[config.mk]
export PLATFORM = sky130hd
export DESIGN_NAME = async_tx_threshold
export DESIGN_NICKNAME = d
export VERILOG_FILES = /design/src/hw/async_tx_pkg.sv /design/src/hw/tx_fifo.sv /design/src/hw/async_tx_threshold.sv
export VERILOG_INCLUDE_DIRS = /design/src /design/src/hw
export SDC_FILE = /design/constraint.sdc
export NUM_CORES = 1
export LEC_CHECK = 0
export ABC_CLOCK_PERIOD_IN_PS = 6200
export BUFFER_PORTS_ARGS = -buffer_cell sky130_fd_sc_hd__buf_2
export CORE_ASPECT_RATIO = 1.1
export CORE_MARGIN = 3
export CORE_UTILIZATION = 50
export CTS_BUF_LIST = sky130_fd_sc_hd__clkbuf_2
export CTS_CLUSTER_DIAMETER = 30
export CTS_CLUSTER_SIZE = 40
export DETAILED_ROUTE_END_ITERATION = 8
export GPL_ROUTABILITY_DRIVEN = 0
export PLACE_DENSITY = 0.71
export SYNTH_ARGS = -nofsm -noshare
export SYNTH_HDL_FRONTEND = slang
export SYNTH_SLANG_ARGS = --single-unit
[constraint.sdc]
create_clock -name REF_CLK_I -period 6.2 [get_ports REF_CLK_I]
set_clock_uncertainty 0.2 [all_clocks]
set_input_delay 0.31 -clock REF_CLK_I [delete_from_list [all_inputs] [get_ports REF_CLK_I]]
set_output_delay 0.31 -clock REF_CLK_I [all_outputs]
set_load 0.02 [all_outputs]
[src/hw/async_tx_defines.svh]
// Constants for the async transmit start-threshold and link enhancement block.
// Assumes inclusion by bare name from any file of the block.
`ifndef ASYNC_TX_DEFINES_SVH
`define ASYNC_TX_DEFINES_SVH

// Set and clear aliases of the link enhancement register (byte addresses)
`define LE_SET_ADDR 12'hA88
`define LE_CLR_ADDR 12'hA8C

// Register reset value and the bits software may alter
`define LE_RESET_VAL 32'h0000_1000
`define LE_WR_MASK 32'h0000_F586

// Field positions
`define LE_PIPE_DIS_BIT 15
`define LE_RSVD14_BIT 14
`define LE_THR_HI 13
`define LE_THR_LO 12
`define LE_MPEG_EN_BIT 10
`define LE_DV_EN_BIT 8
`define LE_PRIO_EN_BIT 7
`define LE_RSVD2_BIT 2
`define LE_ACCEL_EN_BIT 1

// Start-threshold codes
`define THR_CODE_2K 2'h0
`define THR_CODE_1P7K 2'h1
`define THR_CODE_1K 2'h2
`define THR_CODE_512 2'h3

// Start thresholds in bytes
`define THR_2K_BYTES 16'h0800
`define THR_1P7K_BYTES 16'h06CD
`define THR_1K_BYTES 16'h0400
`define THR_512_BYTES 16'h0200

// Bytes per FIFO word, as a shift
`define WORD_BYTES_SHIFT 2

// CIP format codes that get the timestamp enhancement
`define CIP_FMT_MPEG 6'h20
`define CIP_FMT_DV 6'h00

`endif

[src/hw/async_tx_pkg.sv]
// Types shared by the async transmit start-threshold block.
// Assumes nothing of its surroundings.
package async_tx_pkg;

  // Transmit sequencer states
  typedef enum logic [1:0] {
    TX_IDLE,
    TX_SEND,
    TX_DRAIN
  } tx_state_e;

endpackage : async_tx_pkg

[src/hw/tx_fifo.sv]
// Synchronous FIFO with valid/ready on both sides and an occupancy count.
// Assumes one clock, active-low async reset, DEPTH a power of two.
`timescale 1ns/1ps
module tx_fifo #(
  parameter int WIDTH = 33,
  parameter int DEPTH = 8
) (
  // Clock and reset
  input wire logic clk_i,
  input wire logic rstn_i,
  // Fill side
  input wire logic in_valid_i,
  output logic in_ready_o,
  input wire logic [WIDTH-1:0] in_data_i,
  // Drain side
  output logic out_valid_o,
  input wire logic out_ready_i,
  output logic [WIDTH-1:0] out_data_o,
  // Occupancy
  output logic [$clog2(DEPTH+1)-1:0] count_o
);
  localparam int AW = $clog2(DEPTH);
  localparam int CW = $clog2(DEPTH+1);

  logic [WIDTH-1:0] mem [DEPTH];
  logic [AW-1:0] wr_ptr_reg, wr_ptr_next;
  logic [AW-1:0] rd_ptr_reg, rd_ptr_next;
  logic [CW-1:0] count_reg, count_next;
  logic push, pop;

  // Honest full and empty from the count
  assign in_ready_o = (count_reg != CW'(DEPTH));
  assign out_valid_o = (count_reg != '0);
  assign out_data_o = mem[rd_ptr_reg];
  assign count_o = count_reg;
  assign push = in_valid_i & in_ready_o;
  assign pop = out_valid_o & out_ready_i;

  // Pointer and count next values
  always_comb begin
    wr_ptr_next = push ? AW'(wr_ptr_reg + 1'b1) : wr_ptr_reg;
    rd_ptr_next = pop ? AW'(rd_ptr_reg + 1'b1) : rd_ptr_reg;
    count_next = count_reg;
    if (push && !pop) begin
      count_next = CW'(count_reg + 1'b1);
    end else if (pop && !push) begin
      count_next = CW'(count_reg - 1'b1);
    end
  end

  // Pointer and count registers
  always_ff @(posedge clk_i or negedge rstn_i) begin
    if (!rstn_i) begin
      wr_ptr_reg <= '0;
      rd_ptr_reg <= '0;
      count_reg <= '0;
    end else begin
      wr_ptr_reg <= wr_ptr_next;
      rd_ptr_reg <= rd_ptr_next;
      count_reg <= count_next;
    end
  end

  // Storage array, written on push
  always_ff @(posedge clk_i) begin
    if (push) begin
      mem[wr_ptr_reg] <= in_data_i;
    end
  end

endmodule : tx_fifo

[src/hw/async_tx_threshold.sv]
// Async transmit start control with fill threshold, store-and-forward,
// underrun recovery, and the link enhancement set/clear register.
// Assumes host words arrive on the same clock, the PHY side takes words on
// its ready, and RSTN_I already merges the platform, global and power-on resets.
`timescale 1ns/1ps
`include "async_tx_defines.svh"

module async_tx_threshold #(
  parameter int DEPTH = 8,
  parameter int RETRY_W = 4
) (
  // Clock and reset
  input wire logic REF_CLK_I,
  input wire logic RSTN_I,
  // Register access
  input wire logic [11:0] REG_ADDR_I,
  input wire logic REG_WR_I,
  input wire logic REG_RD_I,
  input wire logic [31:0] REG_WDATA_I,
  output logic [31:0] REG_RDATA_O,
  output logic REG_RVALID_O,
  // Retry count from the retries register
  input wire logic [RETRY_W-1:0] RETRY_LIMIT_I,
  // Packet words from host memory
  input wire logic [31:0] HOST_DATA_I,
  input wire logic HOST_EOP_I,
  input wire logic HOST_VALID_I,
  output logic HOST_READY_O,
  // Packet words toward the PHY
  output logic [31:0] TX_DATA_O,
  output logic TX_EOP_O,
  output logic TX_VALID_O,
  input wire logic TX_READY_I,
  output logic TX_UNDERRUN_O,
  // Isochronous stream format and enhancement controls
  input wire logic [5:0] CIP_FORMAT_CODE_I,
  output logic STAMP_FIX_O,
  output logic PRIORITY_ARB_EN_O,
  output logic ACCEL_NOTIFY_O,
  output logic PIPELINE_DIS_O
);
  localparam int CW = $clog2(DEPTH+1);

  async_tx_pkg::tx_state_e state_reg, state_next;
  logic [31:0] le_reg, le_next;
  logic [31:0] rdata_reg, rdata_next;
  logic rvalid_reg, rvalid_next;
  logic retry_sf_reg, retry_sf_next;
  logic underrun_reg, underrun_next;
  logic [CW-1:0] eop_cnt_reg, eop_cnt_next;
  logic stamp_reg, stamp_next;
  logic prio_reg, prio_next;
  logic accel_reg, accel_next;
  logic pipe_reg, pipe_next;

  logic fifo_out_valid, fifo_out_ready;
  logic [32:0] fifo_out_data;
  logic [CW-1:0] fifo_count;
  logic push, pop, pop_eop;
  logic store_fwd;
  logic [15:0] thresh_bytes;
  logic [15:0] fifo_bytes;
  logic start_ok;

  // Word FIFO between host and PHY; its ready stalls the host
  tx_fifo #(
    .WIDTH(33),
    .DEPTH(DEPTH)
  ) u_fifo (
    .clk_i(REF_CLK_I),
    .rstn_i(RSTN_I),
    .in_valid_i(HOST_VALID_I),
    .in_ready_o(HOST_READY_O),
    .in_data_i({HOST_EOP_I, HOST_DATA_I}),
    .out_valid_o(fifo_out_valid),
    .out_ready_i(fifo_out_ready),
    .out_data_o(fifo_out_data),
    .count_o(fifo_count)
  );

  // Handshake terms on both FIFO sides
  assign push = HOST_VALID_I & HOST_READY_O;
  assign pop = fifo_out_valid & fifo_out_ready;
  assign pop_eop = pop & fifo_out_data[32];

  // Threshold selection from the start-level code
  always_comb begin
    thresh_bytes = `THR_2K_BYTES;
    unique case (le_reg[`LE_THR_HI:`LE_THR_LO])
      `THR_CODE_2K: thresh_bytes = `THR_2K_BYTES;
      `THR_CODE_1P7K: thresh_bytes = `THR_1P7K_BYTES;
      `THR_CODE_1K: thresh_bytes = `THR_1K_BYTES;
      `THR_CODE_512: thresh_bytes = `THR_512_BYTES;
    endcase
  end

  // Store-and-forward when code is 2K, after an underrun, or no retries
  assign store_fwd = (le_reg[`LE_THR_HI:`LE_THR_LO] == `THR_CODE_2K)
                     | retry_sf_reg
                     | (RETRY_LIMIT_I == '0);

  // Bytes held in the whole FIFO across all packets, compared every cycle
  assign fifo_bytes = 16'(fifo_count) << `WORD_BYTES_SHIFT;
  assign start_ok = fifo_out_valid & ((eop_cnt_reg != '0)
                    | (!store_fwd & (fifo_bytes >= thresh_bytes)));

  // PHY-facing outputs; drain state discards without forwarding
  assign TX_DATA_O = fifo_out_data[31:0];
  assign TX_EOP_O = fifo_out_data[32];
  assign TX_VALID_O = (state_reg == async_tx_pkg::TX_SEND) & fifo_out_valid;
  assign fifo_out_ready = ((state_reg == async_tx_pkg::TX_SEND) & TX_READY_I)
                          | (state_reg == async_tx_pkg::TX_DRAIN);
  assign TX_UNDERRUN_O = underrun_reg;

  // Transmit sequencer, end-of-packet count and retry mode next values
  always_comb begin
    state_next = state_reg;
    retry_sf_next = retry_sf_reg;
    underrun_next = 1'b0;
    eop_cnt_next = eop_cnt_reg;
    if (push && HOST_EOP_I && !pop_eop) begin
      eop_cnt_next = CW'(eop_cnt_reg + 1'b1);
    end else if (pop_eop && !(push && HOST_EOP_I)) begin
      eop_cnt_next = CW'(eop_cnt_reg - 1'b1);
    end
    unique case (state_reg)
      async_tx_pkg::TX_IDLE: begin
        if (start_ok) begin
          state_next = async_tx_pkg::TX_SEND;
        end
      end
      async_tx_pkg::TX_SEND: begin
        if (!fifo_out_valid) begin
          // Packet is cut short; next try is store-and-forward
          state_next = async_tx_pkg::TX_DRAIN;
          underrun_next = 1'b1;
          retry_sf_next = 1'b1;
        end else if (pop_eop) begin
          state_next = async_tx_pkg::TX_IDLE;
          retry_sf_next = 1'b0;
        end
      end
      async_tx_pkg::TX_DRAIN: begin
        if (pop_eop) begin
          state_next = async_tx_pkg::TX_IDLE;
        end
      end
    endcase
  end

  // Sequencer registers
  always_ff @(posedge REF_CLK_I or negedge RSTN_I) begin
    if (!RSTN_I) begin
      state_reg <= async_tx_pkg::TX_IDLE;
      retry_sf_reg <= 1'b0;
      underrun_reg <= 1'b0;
      eop_cnt_reg <= '0;
    end else begin
      state_reg <= state_next;
      retry_sf_reg <= retry_sf_next;
      underrun_reg <= underrun_next;
      eop_cnt_reg <= eop_cnt_next;
    end
  end

  // Set/clear register writes and read-back next values
  always_comb begin
    le_next = le_reg;
    rdata_next = rdata_reg;
    rvalid_next = 1'b0;
    if (REG_WR_I && (REG_ADDR_I == `LE_SET_ADDR)) begin
      le_next = le_reg | (REG_WDATA_I & `LE_WR_MASK);
    end else if (REG_WR_I && (REG_ADDR_I == `LE_CLR_ADDR)) begin
      le_next = le_reg & ~(REG_WDATA_I & `LE_WR_MASK);
    end
    if (REG_RD_I) begin
      rvalid_next = 1'b1;
      if ((REG_ADDR_I == `LE_SET_ADDR) || (REG_ADDR_I == `LE_CLR_ADDR)) begin
        rdata_next = le_reg & `LE_WR_MASK;
      end else begin
        rdata_next = 32'h0000_0000;
      end
    end
  end

  // Enhancement outputs next values
  always_comb begin
    stamp_next = (le_reg[`LE_MPEG_EN_BIT] && (CIP_FORMAT_CODE_I == `CIP_FMT_MPEG))
                 || (le_reg[`LE_DV_EN_BIT] && (CIP_FORMAT_CODE_I == `CIP_FMT_DV));
    prio_next = le_reg[`LE_PRIO_EN_BIT];
    accel_next = le_reg[`LE_ACCEL_EN_BIT];
    pipe_next = le_reg[`LE_PIPE_DIS_BIT];
  end

  // Register file and enhancement output registers
  always_ff @(posedge REF_CLK_I or negedge RSTN_I) begin
    if (!RSTN_I) begin
      le_reg <= `LE_RESET_VAL;
      rdata_reg <= 32'h0000_0000;
      rvalid_reg <= 1'b0;
      stamp_reg <= 1'b0;
      prio_reg <= 1'b0;
      accel_reg <= 1'b0;
      pipe_reg <= 1'b0;
    end else begin
      le_reg <= le_next;
      rdata_reg <= rdata_next;
      rvalid_reg <= rvalid_next;
      stamp_reg <= stamp_next;
      prio_reg <= prio_next;
      accel_reg <= accel_next;
      pipe_reg <= pipe_next;
    end
  end

  // Registered outputs
  assign REG_RDATA_O = rdata_reg;
  assign REG_RVALID_O = rvalid_reg;
  assign STAMP_FIX_O = stamp_reg;
  assign PRIORITY_ARB_EN_O = prio_reg;
  assign ACCEL_NOTIFY_O = accel_reg;
  assign PIPELINE_DIS_O = pipe_reg;

endmodule : async_tx_threshold

==> summary.md, run 1 <==
| Metric | Value |
|---|---|
| Status | completed |
| Largest cells by area after synthesis | edfxtp_1 66%, mux4_2 12%, dfrtp_1 8.1%, mux2_2 3.7%, buf_4 1.7% |
| Ratio of cells with drive above 1 in the final layout | approximately 39% |
| Reg with most FFs | u_fifo.mem |
| Synth-to-Final Area Change | 22.71% |
| Iteration-0 DRC Markers | 406 |
| Setup TNS | 0 ns |
| Syn Inst Count | between 500 and 600 |
| DRC viols | 0 |
| Crit path capture type | output pin |
| Ports | around 170 |
| Commonest non-fill, non-tap cell in the layout | edfxtp_1 |
| Post-synth top area share | 65.96% |
| Total core area | approximately 23000 um^2 |
| Crit Path Class | reg2out |
| Gr ovfl total | 0 |
| Initial Util | approximately half |
| Yosys Warn Count | 0 |
| Die Span Y | roughly 170 um |
| Final worst slack | approximately 2.2 ns |
| Worst hold endpoint | u_fifo.mem[5][9] |
| Arr. time, crit path | 3.48 ns |
| Placed Instance Area | roughly 13000 um^2 |
| Avg Cell Area, Syn | around 21 um^2 |
| Cell Chain, Critical Path | buf_4 -> mux4_2 -> mux2_2 -> buf_2 |
| Max FFs per register | 264 |
| Count of cell types in the netlist | 39 |
| Skew-Pair Late Insertion Delay | slightly above 0.8 ns |
| Hold path start | HOST_DATA_I[9] |
| Largest stage delay, worst path | 0.78 ns |
| Num rows | 58 |
| Die Wd | 153.8 um |
| Initial antenna violation count | 1 |
| # H-tree levels | 2 |
| Detailed Place HPWL | 13190 um |
| Nets@finish | 950 |
| WHS Path Cells | 2 |
| First-pass GRT wire length | 37760 um |
| Startpoint types | flip-flop |
| Largest net degree at the start of global routing | 45 |
| RR Startpoint | u_fifo.rd_ptr_reg[2] |
| Clock Tree Buf Depth | 3 |
| Filler cells | around 1600 |
| Vias in the first global route | around 6900 |
| Non-Filler Instances | ~1200 |
| Multi-input combinational cell area | a little under 3000 um^2 |
| Vias/cell | approximately 5.4 |
| Critical Path Slowest Stage Cell | dfrtp_4 |
| Leakage power | 5.355 nW |
| Antenna-violating nets left | 0 |
| Fin crit period | between 3 and 4 ns |
| FF-to-FF setup slack | 2.54 ns |
| Tot GR Track Use | a little under a fifth |
| Drt wl/cell | 20.05 um |
| CTS buffer count | 50 |
| # clock sinks | slightly above 300 |
| Setup Fix Bufs, Post-CTS | 0 |
| Place WS | roughly 2.5 ns |
| PortBufs | around 120 |
| Drt pass-1 iters | 5 |
| Final instance area | between 10000 and 15000 um^2 |
| Max VDD drop | 0.2725 mV |
| Count of final setup violators | 0 |
| Routed WL | roughly 24000 um |
| Final Hold Viols | 0 |
| Max FO, Critical Path | 44 |
| Most frequent cells in the layout | 264 x edfxtp_1, 115 x buf_2, 102 x dlygate4sd3_1 |
| WHS | about 0.087 ns |
| CTS tree | done |
| Crit path launch | u_fifo.rd_ptr_reg[0] |
| Max-cap violations | 0 |
| Fmax | roughly 250 MHz |
| Unrepaired setup endpoints after global routing | no |
| Vias post-DR | 6352 |
| Max_slew headroom | 25.27% |
| Clock tree root buffer cell | clkbuf_2 |
| PostCTS Resize Cnt | 0 |
| Max-slew violation total from the final report | 0 |
| Die area | 25940 um^2 |
| Crit path required time | approximately 5.7 ns |
| Clk slew on worst S/H paths | around 0.16 ns |
| Hold crit path type | in2reg |
| Sequential area share after synthesis | 74.30% |
| Period utilization | ~64% |
| Post-synthesis register bit count | ~300 |
| Synth Cell Area | 12020 um^2 |
| Register area | 8936 um^2 |
| FF-to-FF path depth | 10 |
| Cell Count Post-Placement | 989 |
| Worst R2R End | eop_cnt_reg[3] |
| Post-synth top area cell | edfxtp_1 |
| Actual slew at the worst max-slew pin | around 1.1 ns |
| P per Cell Area | roughly 430 nW/um^2 |
-- cell type report --
type / count / share of cell area [%]
diodes: 1 / 0.01697
clock buffers: 54 / 1.832
clock inverters: 40 / 3.325
inverters: 18 / 0.4581
multi-input cells: 238 / 19.56
flip-flops and latches: 304 / 60.59
well taps: 300 / 2.545
repair buffers: 232 / 11.67
-- logic make-up after synthesis --
kind of cell	share of synthesized area [%]
xor gates and xnor gates	0.7288
buffers and inverters	2.790
AOI/OAI and AO/OA	1.374
DFF	74.30
adders and majority gates	1.478
muxes	16.74
and+or+nand+nor	2.561
other	0.03120
-- report_power, final --
part | total [mW] | switching [mW] | internal (mW) | leakage [nW]
logic | 1.99 | 1.03 | 0.962 | 2.06
clock network | 1.47 | 0.795 | 0.677 | 0.438
registers | 2.81 | 0.257 | 2.55 | 2.86
total | 6.27 | 2.08 | 4.19 | 5.36
-- cells in the mapped netlist --
cell type / n
edfxtp_1: 264
mux4_2: 64
mux2_2: 40
dfrtp_1: 39
buf_4: 27
nand2_1: 18
inv_1: 17
mux2i_1: 12
ha_1: 11
a22o_1: 9
clkbuf_1: 9
xnor2_1: 9
nor2_1: 8
nor3_1: 7
o21ai_0: 5
buf_2: 4
nand2b_1: 4
nor4_1: 4
a21oi_1: 3
buf_1: 3
a21o_1: 2
and2_1: 2
fa_1: 2
nor2b_1: 2
nor4_4: 2
a2111oi_0: 1
clkinv_1: 1
conb_1: 1
dfstp_2: 1
nand3_1: 1
nor3b_1: 1
o211ai_1: 1
o221ai_1: 1
o22ai_1: 1
or3b_2: 1
or4_1: 1
or4b_4: 1
or4bb_4: 1
xor2_1: 1
-- layer usage --
layer	GRT usage, %	up-vias	share of wire [%]
met5	0	-	0
met2	33.43	209	53
met1	23.13	3253	39
met3	3.861	48	5.4
li1	-	2842	-
met4	6.106	0	2.4
-- worst max-delay path: cells and delay by family (launching register included) --
family	cells	cell delay [ns]
buf+inv	2	0.95
flops	1	0.78
mux	2	0.90
-- how the worst max path moves through the flow --
stage / end / slack (ns) / cells after the start
floorplan: u_fifo.mem[0][0] / 1.51 / 4
global placement: eop_cnt_reg[3] / 2.63 / 10
detailed placement: eop_cnt_reg[3] / 2.55 / 10
CTS: TX_DATA_O[5] / 2.03 / 4
global route: TX_DATA_O[13] / 1.89 / 4
finish: TX_DATA_O[13] / 2.21 / 4
-- stage by stage --
stage | utilization (%) | power (mW)
after floorplan | - | 4.253
after global placement | 55.74 | 4.761
after detailed placement | 55.74 | 4.847
after CTS | 63.50 | 6.366
after global routing | 63.51 | 6.631
final | 63.51 | 6.272
-- repair_timing --
item / CTS / global route
hold endpoints to repair: 349 / 0
endpoints found under the setup margin: 0 / 0
hold buffers: 103 / 0
Power figures use the tool's default switching activity.
==> run 2, diff against run 1 <==
--- a/config.mk
+++ b/config.mk
@@ -6,7 +6,7 @@
 export SDC_FILE = /design/constraint.sdc
 export NUM_CORES = 1
 export LEC_CHECK = 0
-export ABC_CLOCK_PERIOD_IN_PS = 6200
+export ABC_CLOCK_PERIOD_IN_PS = 3900
 export BUFFER_PORTS_ARGS = -buffer_cell sky130_fd_sc_hd__buf_2
 export CORE_ASPECT_RATIO = 1.1
 export CORE_MARGIN = 3
==> constraint.sdc (replaced) <==
create_clock -name REF_CLK_I -period 3.9 [get_ports REF_CLK_I]
set_clock_uncertainty 0.2 [all_clocks]
set_input_delay 0.195 -clock REF_CLK_I [delete_from_list [all_inputs] [get_ports REF_CLK_I]]
set_output_delay 0.195 -clock REF_CLK_I [all_outputs]
set_load 0.02 [all_outputs]
==> summary.md, run 2 (synthesis gave the netlist of run 1 again) <==
| Metric | Value |
|---|---|
| Clock Tree Buf Depth | 3 (unchanged) |
| Clock tree root buffer cell | clkbuf_2 |
| First-pass GRT wire length | 39170 um (+3.7%) |
| CTS tree | done |
| Leakage power | 5.442 nW (+1.6%) |
| Switching Fraction | 33.03% (-0.13 points) |
| Max_slew headroom | 43.30% (+18 points) |
| Setup TNS | 0 ns (unchanged) |
| Antenna-violating nets left | 0 (unchanged) |
| Skew-Pair Late Insertion Delay | 0.82 ns (about the same) |
| Ratio of cells with drive above 1 in the final layout | 37.50% (-1.2 points) |
| Filler cells | 1597 (-0.87%) |
| # H-tree levels | 2 (unchanged) |
| Crit path required time | 3.50 ns (-2.19 ns) |
| Crit Path Class | reg2out |
| Tot GR Track Use | 19.38% (+0.62 points) |
| Ports | 166 (unchanged) |
| Clk slew on worst S/H paths | 0.17 ns (about the same) |
| Switching power | 3.298 mW (+59%) |
| Final Power | 9.984 mW (+59%) |
| RR Startpoint | state_reg[1] |
| Synth-to-Final Area Change | 24.22% |
| Unrepaired setup endpoints after global routing | no |
| Max-slew violation total from the final report | 0 (unchanged) |
| Die Wd | 153.8 um (unchanged) |
| Count of final setup violators | 0 (unchanged) |
| Actual slew at the worst max-slew pin | 0.8459 ns (-0.2750 ns) |
| Comb pwr share | 33.6% (+1.9 points) |
| Fin crit period | around 3.6 ns |
| Arr. time, crit path | 3.20 ns (-0.28 ns) |
| # clock sinks | 304 (unchanged) |
| Nets@finish | 966 (+1.7%) |
| Reg with most FFs | u_fifo.mem |
| Routed WL | 24580 um (+3.3%) |
| Hold path start | CIP_FORMAT_CODE_I[5] |
| Drt wl/cell | 20.53 um (+2.4%) |
| Hold crit path type | in2reg |
| Status | completed |
| Vias in the first global route | 7272 (+5.7%) |
| Vias/cell | 5.379 (+0.52%) |
| Internal power | 6.686 mW (+60%) |
| Vias post-DR | 6439 (+1.4%) |
| Max FFs per register | 264 (unchanged) |
| Drt pass-1 iters | 5 (unchanged) |
| Die Span Y | 168.6 um (unchanged) |
| Most frequent cells in the layout | 264 x edfxtp_1, 117 x dlygate4sd3_1, 115 x buf_2 |
| P per Cell Area | 668.7 nW/um^2 (+57%) |
| Max-cap violations | 0 (unchanged) |
| Sequential Power Share | 43.6% (-1.2 points) |
| Iteration-0 DRC Markers | 502 (+24%) |
| Gr ovfl total | 0 (unchanged) |
| Commonest non-fill, non-tap cell in the layout | edfxtp_1 |
| Crit path capture type | output pin |
| PortBufs | 115 (unchanged) |
| Total core area | 23220 um^2 (unchanged) |
| Period utilization | 92.28% |
| Startpoint types | flip-flop |
| Setup Fix Bufs, Post-CTS | 0 (unchanged) |
| Largest net degree at the start of global routing | 40 (-11%) |
| Max FO, Critical Path | 38 (-14%) |
| Num rows | 58 (unchanged) |
| CTS buffer count | 47 (-6.0%) |
| Clock share of power | 22.9% (-0.6 points) |
| Hold Buf Count CTS | 118 (+15%) |
| Final Hold Viols | 0 (unchanged) |
| Crit path launch | u_fifo.rd_ptr_reg[0] |
| PostCTS Resize Cnt | 0 (unchanged) |
| Detailed Place HPWL | 13560 um (+2.8%) |
| Die area | 25940 um^2 (unchanged) |
| Max VDD drop | 0.2828 mV (+3.8%) |
| Fmax | ~280 MHz |
| Initial Util | 51.76% (unchanged) |
| Initial antenna violation count | 1 (unchanged) |
| DRC viols | 0 (unchanged) |
run 2: changes by cell type in the layout (fill, tap and decap cells not counted):
cell / delta
clkbuf_2: -2
buf_4: +1
nor4_4: +1
inv_6: -1
nor3_4: +1
clkinvlp_4: -8
clkinv_4: +2
clkinv_2: -4
clkinv_1: +2
dlygate4sd3_1: +15
inv_8: +2
buf_12: +3
nor3_2: -1
nor4_2: -1
run 2: power by group through the flow:
| stage | logic (mW) | registers [mW] | clock network (mW) |
|---|---|---|---|
| 3_3_place_gp | 3.26 | 4.39 | 0 |
| 3_5_place_dp | 3.34 | 4.43 | 0 |
| 6_report | 3.35 | 4.35 | 2.28 |
| 5_1_grt | 3.63 | 4.40 | 2.50 |
| 4_1_cts | 3.43 | 4.36 | 2.34 |
| 2_1_floorplan | 2.48 | 4.28 | 0 |
run 2: layout make-up:
| class | count | area [um^2] | area share (%) |
|---|---|---|---|
| antenna | 1 | 2.502 | 0.01676 |
| clock buffer | 52 | 260.3 | 1.743 |
| clock inverter | 33 | 449.2 | 3.008 |
| inverter | 18 | 67.56 | 0.4525 |
| multi-input combinational | 238 | 2900 | 19.43 |
| sequential | 304 | 8936 | 59.85 |
| tap | 300 | 375.4 | 2.514 |
| timing repair buffer | 251 | 1939 | 12.99 |
run 2: path summary, 6_finish.rpt:
path	slack, ns	to	cells past startpoint
setup / recovery	0.30	TX_DATA_O[2]	4
hold / removal	0.09	STAMP_FIX_O	4
setup reg to reg	0.47	eop_cnt_reg[3]	14
hold reg to reg	0.23	PIPELINE_DIS_O	0
max in group asynchronous	2.95	u_fifo.rd_ptr_reg[0]	4
min in group asynchronous	0.29	eop_cnt_reg[2]	4
run 2: worst max-delay path: stages (launching register included):
cell and delay, ns:
dfrtp_4 0.64, buf_4 0.66, mux4_2 0.60, mux2_2 0.28, buf_2 0.17
run 2: metrics by stage:
step | utilization (%) | hold slack (ns) | cell area (um^2) | cells | setup slack, ns
CTS | 64.28 | 0.01139 | 14930 | 1196 | 0.1859
floorplan | - | -0.3006 | 12110 | 603 | 0.06860
finish | 64.29 | 0.08668 | 14930 | 1197 | 0.3010
global route | 64.29 | 0.02792 | 14930 | 1197 | 0.03839
global placement | 56.10 | 0.1228 | 13030 | 993 | 0.6544
detailed placement | 56.10 | 0.1245 | 13030 | 993 | 0.5040
run 2: metal layers:
| metal | GRT usage [%] | share of wire [%] | up-vias |
|---|---|---|---|
| met5 | 0 | 0 | - |
| met4 | 6.183 | 2.3 | 0 |
| met3 | 4.321 | 5.7 | 49 |
| met2 | 34.69 | 54 | 236 |
| met1 | 23.55 | 38 | 3285 |
| li1 | - | - | 2869 |
